--- src/sink_driver_pkg.sv ---
// Purpose: Shared constants and carriers for the latched sink driver.
// Assumes: Host pins are already synchronous to sys_clk.
// Notes:   Every size and the shift, latch, sink and serial reset values live here.
package sink_driver_pkg;

  // ************************************************************
  // Sizes
  // ************************************************************
  localparam int unsigned STAGE_COUNT = 8;
  localparam int unsigned FIFO_DEPTH  = 16;
  localparam int unsigned FIFO_WIDTH  = 1;

  // ************************************************************
  // Values after reset
  // ************************************************************
  localparam logic [STAGE_COUNT-1:0] SHIFT_RESET = 8'h00;
  localparam logic [STAGE_COUNT-1:0] LATCH_RESET = 8'h00;
  localparam logic [STAGE_COUNT-1:0] SINK_OFF    = 8'h00;
  localparam logic                   SERIAL_RESET = 1'h0;

  // ************************************************************
  // Pin carrier from the host controller
  // ************************************************************
  typedef struct packed {
    logic shiftClk;
    logic serialIn;
    logic latch_strobe;
    logic outDisable;
  } hostPins_s;

endpackage

--- src/bit_fifo.sv ---
// Purpose: Small FIFO with a registered read stage.
// Assumes: One clock, synchronous active-low reset.
// Notes:   Holds DEPTH words in the array plus one in the read stage.
`timescale 1ns/1ps
module bit_fifo #(
  parameter int unsigned WIDTH = sink_driver_pkg::FIFO_WIDTH,
  parameter int unsigned DEPTH = sink_driver_pkg::FIFO_DEPTH
) (
  input  wire logic             sys_clk,
  input  wire logic             rst_n,
  input  wire logic             inValid,
  input  wire logic [WIDTH-1:0] inData,
  output logic                  inReady,
  output logic                  outValid,
  output logic [WIDTH-1:0]      outData,
  input  wire logic             outReady
);

  localparam int unsigned AW = (DEPTH > 1) ? $clog2(DEPTH) : 1;

  // ************************************************************
  // Elaboration checks
  // ************************************************************
  if (WIDTH < 1 || DEPTH < 2 || (DEPTH & (DEPTH - 1)) != 0) begin : gBad
    $error("bit_fifo needs WIDTH >= 1 and DEPTH a power of two >= 2");
  end

  typedef struct packed {
    logic [DEPTH-1:0][WIDTH-1:0] mem;
    logic [AW-1:0]               wrPtr;
    logic [AW-1:0]               rdPtr;
    logic [AW:0]                 count;
    logic                        outValid;
    logic [WIDTH-1:0]            outData;
    logic                        inReady;
  } fifoState_s;

  // Ready is high straight out of reset
  localparam fifoState_s RESET_STATE = '{
    mem: '0, wrPtr: '0, rdPtr: '0, count: '0,
    outValid: 1'b0, outData: '0, inReady: 1'b1};

  fifoState_s stQ;
  fifoState_s stD;
  logic       push;
  logic       take;
  logic       load;

  // ************************************************************
  // Next state
  // ************************************************************
  always_comb begin
    stD  = stQ;
    push = inValid & stQ.inReady;
    take = stQ.outValid & outReady;
    load = (stQ.count != '0) & (~stQ.outValid | take);
    if (push) begin
      stD.mem[stQ.wrPtr] = inData;
      stD.wrPtr          = stQ.wrPtr + AW'(1);
    end
    if (load) begin
      stD.outData  = stQ.mem[stQ.rdPtr];
      stD.outValid = 1'b1;
      stD.rdPtr    = stQ.rdPtr + AW'(1);
    end else if (take) begin
      stD.outValid = 1'b0;
    end
    if (push && !load) begin
      stD.count = stQ.count + (AW+1)'(1);
    end else if (load && !push) begin
      stD.count = stQ.count - (AW+1)'(1);
    end
    // Registered ready keeps the pin path free of logic
    stD.inReady = (stD.count < (AW+1)'(DEPTH));
  end

  always_ff @(posedge sys_clk) begin
    if (!rst_n) begin
      stQ <= RESET_STATE;
    end else begin
      stQ <= stD;
    end
  end

  assign inReady  = stQ.inReady;
  assign outValid = stQ.outValid;
  assign outData  = stQ.outData;

endmodule

--- src/serial_sink_driver.sv ---
// Purpose: Serial-in, latched, gated eight-way sink driver.
// Assumes: Host pins are synchronous to sys_clk (10 MHz).
// Notes:   Shift clock edges queue bits in a FIFO before the register.
`timescale 1ns/1ps
module serial_sink_driver #(
  parameter int unsigned STAGES = sink_driver_pkg::STAGE_COUNT,
  parameter int unsigned DEPTH  = sink_driver_pkg::FIFO_DEPTH
) (
  input  wire logic                      sys_clk,
  input  wire logic                      rst_n,
  input  sink_driver_pkg::hostPins_s     hostPins,
  input  wire logic                      shiftHold,
  output logic                           serialOut,
  output logic [STAGES-1:0]              sinkOn,
  output logic                           shiftReady
);

  // ************************************************************
  // Elaboration checks
  // ************************************************************
  if (STAGES != sink_driver_pkg::STAGE_COUNT) begin : gBadStages
    $error("serial_sink_driver supports exactly eight stages");
  end

  typedef struct packed {
    logic [STAGES-1:0] shiftReg;
    logic [STAGES-1:0] latches;
    logic [STAGES-1:0] sinks;
    logic              serial;
    logic              clkPrev;
  } drvState_s;

  localparam drvState_s RESET_STATE = '{
    shiftReg: sink_driver_pkg::SHIFT_RESET,
    latches:  sink_driver_pkg::LATCH_RESET,
    sinks:    sink_driver_pkg::SINK_OFF,
    serial:   sink_driver_pkg::SERIAL_RESET,
    clkPrev:  1'b0};

  drvState_s stQ;
  drvState_s stD;
  logic      edgeSeen;
  logic      bitValid;
  logic      bitData;
  logic      pop;

  // ************************************************************
  // Edge queue
  // ************************************************************
  // Edges taken while the queue is full are lost; the host watches
  // shiftReady and pauses its shift clock instead.
  assign edgeSeen = hostPins.shiftClk & ~stQ.clkPrev;

  bit_fifo #(
    .WIDTH (1),
    .DEPTH (DEPTH)
  ) uQueue (
    .sys_clk  (sys_clk),
    .rst_n    (rst_n),
    .inValid  (edgeSeen),
    .inData   (hostPins.serialIn),
    .inReady  (shiftReady),
    .outValid (bitValid),
    .outData  (bitData),
    .outReady (~shiftHold)
  );

  assign pop = bitValid & ~shiftHold;

  // ************************************************************
  // Shift, latch and output gating
  // ************************************************************
  always_comb begin
    stD         = stQ;
    stD.clkPrev = hostPins.shiftClk;
    if (pop) begin
      stD.shiftReg = {stQ.shiftReg[STAGES-2:0], bitData};
    end
    stD.serial = stD.shiftReg[STAGES-1];
    if (hostPins.latch_strobe) begin
      stD.latches = stD.shiftReg;
    end
    if (hostPins.outDisable) begin
      stD.sinks = sink_driver_pkg::SINK_OFF;
    end else begin
      stD.sinks = stD.latches;
    end
  end

  always_ff @(posedge sys_clk) begin
    if (!rst_n) begin
      stQ <= RESET_STATE;
    end else begin
      stQ <= stD;
    end
  end

  assign serialOut = stQ.serial;
  assign sinkOn    = stQ.sinks;

  // ************************************************************
  // Assertions
  // ************************************************************
  AST_LOAD_FIRST: assert property (
    @(posedge sys_clk) disable iff (!rst_n)
    pop |=> stQ.shiftReg[0] == $past(bitData))
    else $error("first stage did not take the queued bit");

  AST_SHIFT_ON: assert property (
    @(posedge sys_clk) disable iff (!rst_n)
    pop |=> stQ.shiftReg[STAGES-1:1] == $past(stQ.shiftReg[STAGES-2:0]))
    else $error("stages did not move on by one");

  AST_SERIAL_TAP: assert property (
    @(posedge sys_clk) disable iff (!rst_n)
    serialOut == stQ.shiftReg[STAGES-1])
    else $error("serial output differs from last stage");

  AST_LATCH_FOLLOW: assert property (
    @(posedge sys_clk) disable iff (!rst_n)
    hostPins.latch_strobe |=> stQ.latches == stQ.shiftReg)
    else $error("latches did not copy the shift register");

  AST_LATCH_HOLD: assert property (
    @(posedge sys_clk) disable iff (!rst_n)
    !hostPins.latch_strobe |=> $stable(stQ.latches))
    else $error("latches changed with strobe low");

  AST_SINKS_OFF: assert property (
    @(posedge sys_clk) disable iff (!rst_n)
    hostPins.outDisable |=> sinkOn == sink_driver_pkg::SINK_OFF)
    else $error("a sink stayed on while disabled");

  AST_DISABLE_NO_EFFECT: assert property (
    @(posedge sys_clk) disable iff (!rst_n)
    $changed(hostPins.outDisable) && !pop && !hostPins.latch_strobe
    |=> $stable(stQ.shiftReg) && $stable(stQ.latches))
    else $error("output disable altered stored data");

  AST_SINK_FOLLOW: assert property (
    @(posedge sys_clk) disable iff (!rst_n)
    !hostPins.outDisable |=> sinkOn == stQ.latches)
    else $error("sinks do not match latches while enabled");

  AST_RESET_CLEAR: assert property (
    @(posedge sys_clk)
    !rst_n |=> stQ.shiftReg == sink_driver_pkg::SHIFT_RESET
           && stQ.latches == sink_driver_pkg::LATCH_RESET
           && sinkOn == sink_driver_pkg::SINK_OFF && !serialOut)
    else $error("reset left a stage or latch set");

  AST_NO_EDGE_HOLD: assert property (
    @(posedge sys_clk) disable iff (!rst_n)
    !pop |=> $stable(stQ.shiftReg) && $stable(serialOut))
    else $error("register moved without a shift edge");

  AST_EDGE_REACHES: assert property (
    @(posedge sys_clk) disable iff (!rst_n)
  // A pushed bit is popped two edges later once the drain runs free
    edgeSeen && shiftReady ##1 (!shiftHold) [*2] |-> pop)
    else $error("queued edge never reached the register");

  AST_SERIAL_MOVES: assert property (
    @(posedge sys_clk) disable iff (!rst_n)
    pop |=> serialOut == $past(stQ.shiftReg[STAGES-2]))
    else $error("serial output did not take stage seven");

  AST_LATCH_SEES_SHIFT: assert property (
    @(posedge sys_clk) disable iff (!rst_n)
    hostPins.latch_strobe && pop |=> stQ.latches[0] == $past(bitData))
    else $error("open latch missed the bit shifted in");

  AST_DISABLED_STILL_LATCHES: assert property (
    @(posedge sys_clk) disable iff (!rst_n)
    hostPins.outDisable && hostPins.latch_strobe
    |=> stQ.latches == stQ.shiftReg && sinkOn == sink_driver_pkg::SINK_OFF)
    else $error("disabled outputs stopped the latches");

  // ************************************************************
  // Cover points
  // ************************************************************
  COV_EIGHT_SHIFTS: cover property (
    @(posedge sys_clk) disable iff (!rst_n)
    pop [*8]);

  COV_STROBE_AFTER_SHIFT: cover property (
    @(posedge sys_clk) disable iff (!rst_n)
    pop ##1 !pop ##1 hostPins.latch_strobe);

  COV_QUEUE_FULL: cover property (
    @(posedge sys_clk) disable iff (!rst_n)
    !shiftReady);

  COV_ENABLE_TOGGLE: cover property (
    @(posedge sys_clk) disable iff (!rst_n)
    hostPins.outDisable ##1 !hostPins.outDisable ##1 (sinkOn != '0));

  COV_EDGE_DROPPED: cover property (
    @(posedge sys_clk) disable iff (!rst_n)
    edgeSeen && !shiftReady);

endmodule

--- config.mk ---
export PLATFORM = sky130hd
export DESIGN_NAME = serial_sink_driver
export DESIGN_NICKNAME = d
export VERILOG_FILES = /design/src/sink_driver_pkg.sv /design/src/bit_fifo.sv /design/src/serial_sink_driver.sv
export SDC_FILE = /design/constraint.sdc
export NUM_CORES = 1
export LEC_CHECK = 0
export BUFFER_PORTS_ARGS = -buffer_cell sky130_fd_sc_hd__buf_4
export CORE_MARGIN = 5
export CORE_UTILIZATION = 45
export CTS_BUF_LIST = sky130_fd_sc_hd__clkbuf_4
export DETAILED_ROUTE_END_ITERATION = 16
export PLACE_DENSITY = 0.76
export SLEW_MARGIN = 20
export SYNTH_ARGS = -nofsm -noshare
export SYNTH_HDL_FRONTEND = slang
export SYNTH_SLANG_ARGS = --single-unit
export TNS_END_PERCENT = 5
--- constraint.sdc ---
create_clock -name sys_clk -period 2 [get_ports sys_clk]
set_input_delay 0.6 -clock sys_clk [delete_from_list [all_inputs] [get_ports sys_clk]]
set_output_delay 0.6 -clock sys_clk [all_outputs]
set_load 0.005 [all_outputs]
==> reports/summary.txt <==
DETAILED ROUTING
--------------------------------------------------------------------------------------------------
Routed WL per cell                                                                    13.44 microns
Routed Antenna Nets                                                                              0
First-pass detailed-route iteration total                                                        4
Number of remaining DRC errors                                                                   0
Vias after detailed routing                                                                   2027
Routed via count divided by cell count                                                       5.334
1st-iter DRT viols                                                                             122
Wire length after detailed routing                                                        5.107 mm

CLOCK NETWORK
--------------------------------------------------------------------------------------------------
Clock buffer depth                                                                               2
CTS buffer count                                                                                 9
Clock transition time at the flip-flop clock pins of the worst setup and hold paths        0.11 ns
Insertion delay to the later sink of the worst-skew pair                                   0.40 ns
TritonCTS clock tree                                                                           yes
CTS Hold Bufs                                                                                    0
CTS sink cnt                                                                                    57
Deepest level of the CTS H-tree                                                                  3
CTS Root Buffer Type                                                                  sky130_fd_sc_hd__clkbuf_4

SETUP PATH
--------------------------------------------------------------------------------------------------
Register-to-Register Path Depth                                                                 10
Worst flop-to-flop path startpoint                                                    uQueue.stQ[3]$_SDFFE_PN0P_
CP Launch Type                                                                            register
CP Capture Type                                                                           register
Register-to-register setup slack                                                            0.1 ns
Arrival time at the worst endpoint                                                         2.23 ns
WP data required                                                                           2.33 ns
Worst setup path category                                                                  reg2reg
Highest net fanout along the worst path                                                          8

WORST HOLD PATH
--------------------------------------------------------------------------------------------------
Number of cells on the worst hold path                                                           2
Start point of the worst min-delay path                                                hostPins[0]
Classification of the worst-slack hold path                                                 in2reg
Destination of the worst hold path                                                    sinkOn[0]$_SDFF_PP0_

PLACED DESIGN
--------------------------------------------------------------------------------------------------
Placer congestion estimate                                                                  0.7528
Final HPWL DP                                                                             3.480 mm
Count of input and output buffers                                                               16

TIMING
--------------------------------------------------------------------------------------------------
Time the final worst path needs with I/O delays and setup                                 1.901 ns
Slew headroom                                                                               68.41%
Transition at the pin with the smallest max-transition slack                             0.4731 ns
Number of hold violations in the final report                                                    0
Worst Skew                                                                              0.02063 ns
Setup TNS                                                                                     0 ns
Setup violators final                                                                            0
Portion of the clock cycle consumed by the worst path in the final layout                   95.04%
Max Fclk                                                                                 526.1 MHz
RSZ-0062 raised after global routing                                                           yes
Max Transition Viols Final                                                                       0

POWER AND IR DROP
--------------------------------------------------------------------------------------------------
Clk network pwr share                                                                        22.9%
Power dissipated by switching net loads                                                 0.001213 W
VDD IR-drop max                                                                          0.7606 mV
Proportion of power drawn by flip-flops and latches                                          39.4%
Power consumption                                                                       0.003491 W
Int Pwr                                                                                 0.002278 W
Relative contribution of combinational cells to total power                                  37.7%
Sw Share                                                                                    34.75%
Pwr/cell area                                                                         1187 mW/mm^2
Cell leakage power                                                                        1.106 nW

LOGIC SYNTHESIS
--------------------------------------------------------------------------------------------------
Netlist area before placement                                                         0.002595 sq mm
Post-synth ARST share                                                                           0%
Mean area per synthesized cell                                                         8.979 sq um
Post-Synthesis Net Count                                                                       305
Number of flops mapped to enable cells by yosys                                                  0
Portion of the post-synthesis area used by sequential elements                              43.97%
Number of distinct library cell variants in the gate-level netlist after synthesis              42
Top_reg_cell synth                                                                    sky130_fd_sc_hd__dfxtp_1
Number of storage elements in the synthesis netlist                                             57
Warning count from the yosys run                                                                 0
Gate count of the mapped netlist                                                               289

FINISH
--------------------------------------------------------------------------------------------------
Final layout net count                                                                         320
Filler instances                                                                               495
Synth-to-Final Area Change                                                                  13.36%
Most common cell after layout, fill and taps aside                                    sky130_fd_sc_hd__dfxtp_1
Share of layout cells above drive strength 1                                                19.48%
Number of diodes added for antenna fixing                                                        0
Leading cell types in the layout, fill and taps excluded                              sky130_fd_sc_hd__dfxtp_1, sky130_fd_sc_hd__nor2_1, sky130_fd_sc_hd__buf_4, sky130_fd_sc_hd__a21oi_1, sky130_fd_sc_hd__nand2_1

DIE
--------------------------------------------------------------------------------------------------
Die outline width                                                                     85.94 microns
Total Die Area                                                                        0.007386 sq mm
Die span in y                                                                         85.94 microns
Top-level I/O count                                                                             17
Starting Density                                                                            46.84%
Core Rows                                                                                       27
Placeable core region                                                                 0.005540 sq mm

RUN STATUS
--------------------------------------------------------------------------------------------------
Run status                                                                            complete, no violations

GLOBAL ROUTE
--------------------------------------------------------------------------------------------------
First-pass GRT wire length                                                                8.349 mm
Vias in the first global route                                                                1788
Number of antenna violations at the first check in global routing                                0
Total global-route track usage                                                              14.53%
Largest net degree at the start of global routing                                               33
Total congestion overflow after global routing                                                   0

FLOW RUN
--------------------------------------------------------------------------------------------------
Count of maximum capacitance violations                                                          0

metal layers:
metal | global-route usage (%) | part of all wire, %
met5 | 0 | 0
met3 | 5.572 | 6.6
met1 | 19.33 | 46
met2 | 20.67 | 46
met4 | 6.619 | 1.3
registers in the layout, summed over array words and instances (netlist names), named ones only:
| signal | count |
|---|---|
| uQueue.stQ | 28 |
| stQ | 17 |
| sinkOn | 8 |
| uQueue.inReady | 1 |
| uQueue.outData | 1 |
| uQueue.outValid | 1 |
worst max-delay path by stage:
| stage | start | to | slack, ns |
|---|---|---|---|
| final | uQueue.stQ[3]$_SDFFE_PN0P_ | register | 0.1 |
| after CTS | uQueue.stQ[3]$_SDFFE_PN0P_ | uQueue.stQ[5]$_SDFFE_PN0P_ | 0.03 |
| after global routing | uQueue.stQ[3]$_SDFFE_PN0P_ | uQueue.stQ[4]$_SDFFE_PN0P_ | -0.05 |
| after global placement | hostPins[3] | uQueue.stQ[5]$_SDFFE_PN0P_ | 0.02 |
| after detailed placement | hostPins[3] | uQueue.stQ[5]$_SDFFE_PN0P_ | -0.04 |
| after floorplan | uQueue.stQ[3]$_SDFFE_PN0P_ | uQueue.stQ[5]$_SDFFE_PN0P_ | 0.003 |
metrics by stage:
| step | hold WS, ns | worst slack, ns | instance area [sq um] | utilization (%) | instances |
|---|---|---|---|---|---|
| 2_1_floorplan | 0.4496 | 0.002526 | 2623 | - | 289 |
| 3_3_place_gp | 0.4599 | 0.01691 | 2789 | 50.34 | 364 |
| 3_5_place_dp | 0.4677 | -0.03604 | 2789 | 50.34 | 364 |
| 4_1_cts | 0.3802 | 0.03324 | 2917 | 52.64 | 379 |
| 5_1_grt | 0.3794 | -0.04657 | 2942 | 53.09 | 380 |
| 6_report | 0.4127 | 0.09918 | 2942 | 53.09 | 380 |
timing repair:
item                       CTS  global route
buffers inserted             0             1
setup endpoints to repair    0             4
resized for setup            0             5
Yosys cell counts, drive strengths merged, types with 3 or more instances:
master / number / area (sq um)
inv: 9 / 33.78
mux2i: 17 / 170.2
nand3: 7 / 35.03
nor2: 44 / 165.2
clkbuf: 7 / 26.28
nand4b: 4 / 35.03
nor3b: 9 / 67.56
nor2b: 3 / 18.77
o21ai: 14 / 70.07
dfxtp: 57 / 1141
ha: 9 / 112.6
xor2: 3 / 26.28
a211oi: 3 / 22.52
nor3: 3 / 15.01
and2: 9 / 56.30
xnor2: 4 / 35.03
a21oi: 27 / 138.9
buf: 17 / 112.6
nand2: 19 / 71.32
cell type report:
class / instances / area, sq um / area share [%]
multi-input combinational: 199 / 1324 / 45.00
sequential: 57 / 1144 / 38.88
timing repair buffer: 28 / 222.7 / 7.571
tap: 72 / 90.09 / 3.063
clock buffer: 9 / 67.56 / 2.297
clock inverter: 6 / 60.06 / 2.042
inverter: 9 / 33.78 / 1.148
worst max-delay path, stage by stage (launching register included):
cell and delay, ns:
sky130_fd_sc_hd__dfxtp_2 0.33, sky130_fd_sc_hd__inv_1 0.06, sky130_fd_sc_hd__ha_2 0.18, sky130_fd_sc_hd__nor4b_4 0.14, sky130_fd_sc_hd__a21oi_2 0.19, sky130_fd_sc_hd__inv_2 0.06
sky130_fd_sc_hd__ha_4 0.19, sky130_fd_sc_hd__or2b_4 0.28, sky130_fd_sc_hd__o22ai_4 0.12, sky130_fd_sc_hd__a21oi_1 0.09, sky130_fd_sc_hd__a211oi_1 0.20
kinds of logic after synthesis:
logic type	Yosys count	synth area share (%)
and+or+nand+nor	108	21.70
DFF	57	43.97
AOI/OAI and AO/OA	56	12.68
buffers and inverters	33	6.654
muxes	19	8.293
adders and majority gates	9	4.340
xor gates and xnor gates	7	2.363
power groups by stage:
stage	sequential [W]	combinational, W	clock, W
finish	0.00138	0.00132	0.000799
global route	0.00139	0.00145	0.000882
CTS	0.00138	0.00123	0.000825
detailed placement	0.00140	0.00123	0
global placement	0.00139	0.00121	0
floorplan	0.00135	0.000969	0
Note: power is estimated with default switching activity, not from simulation.
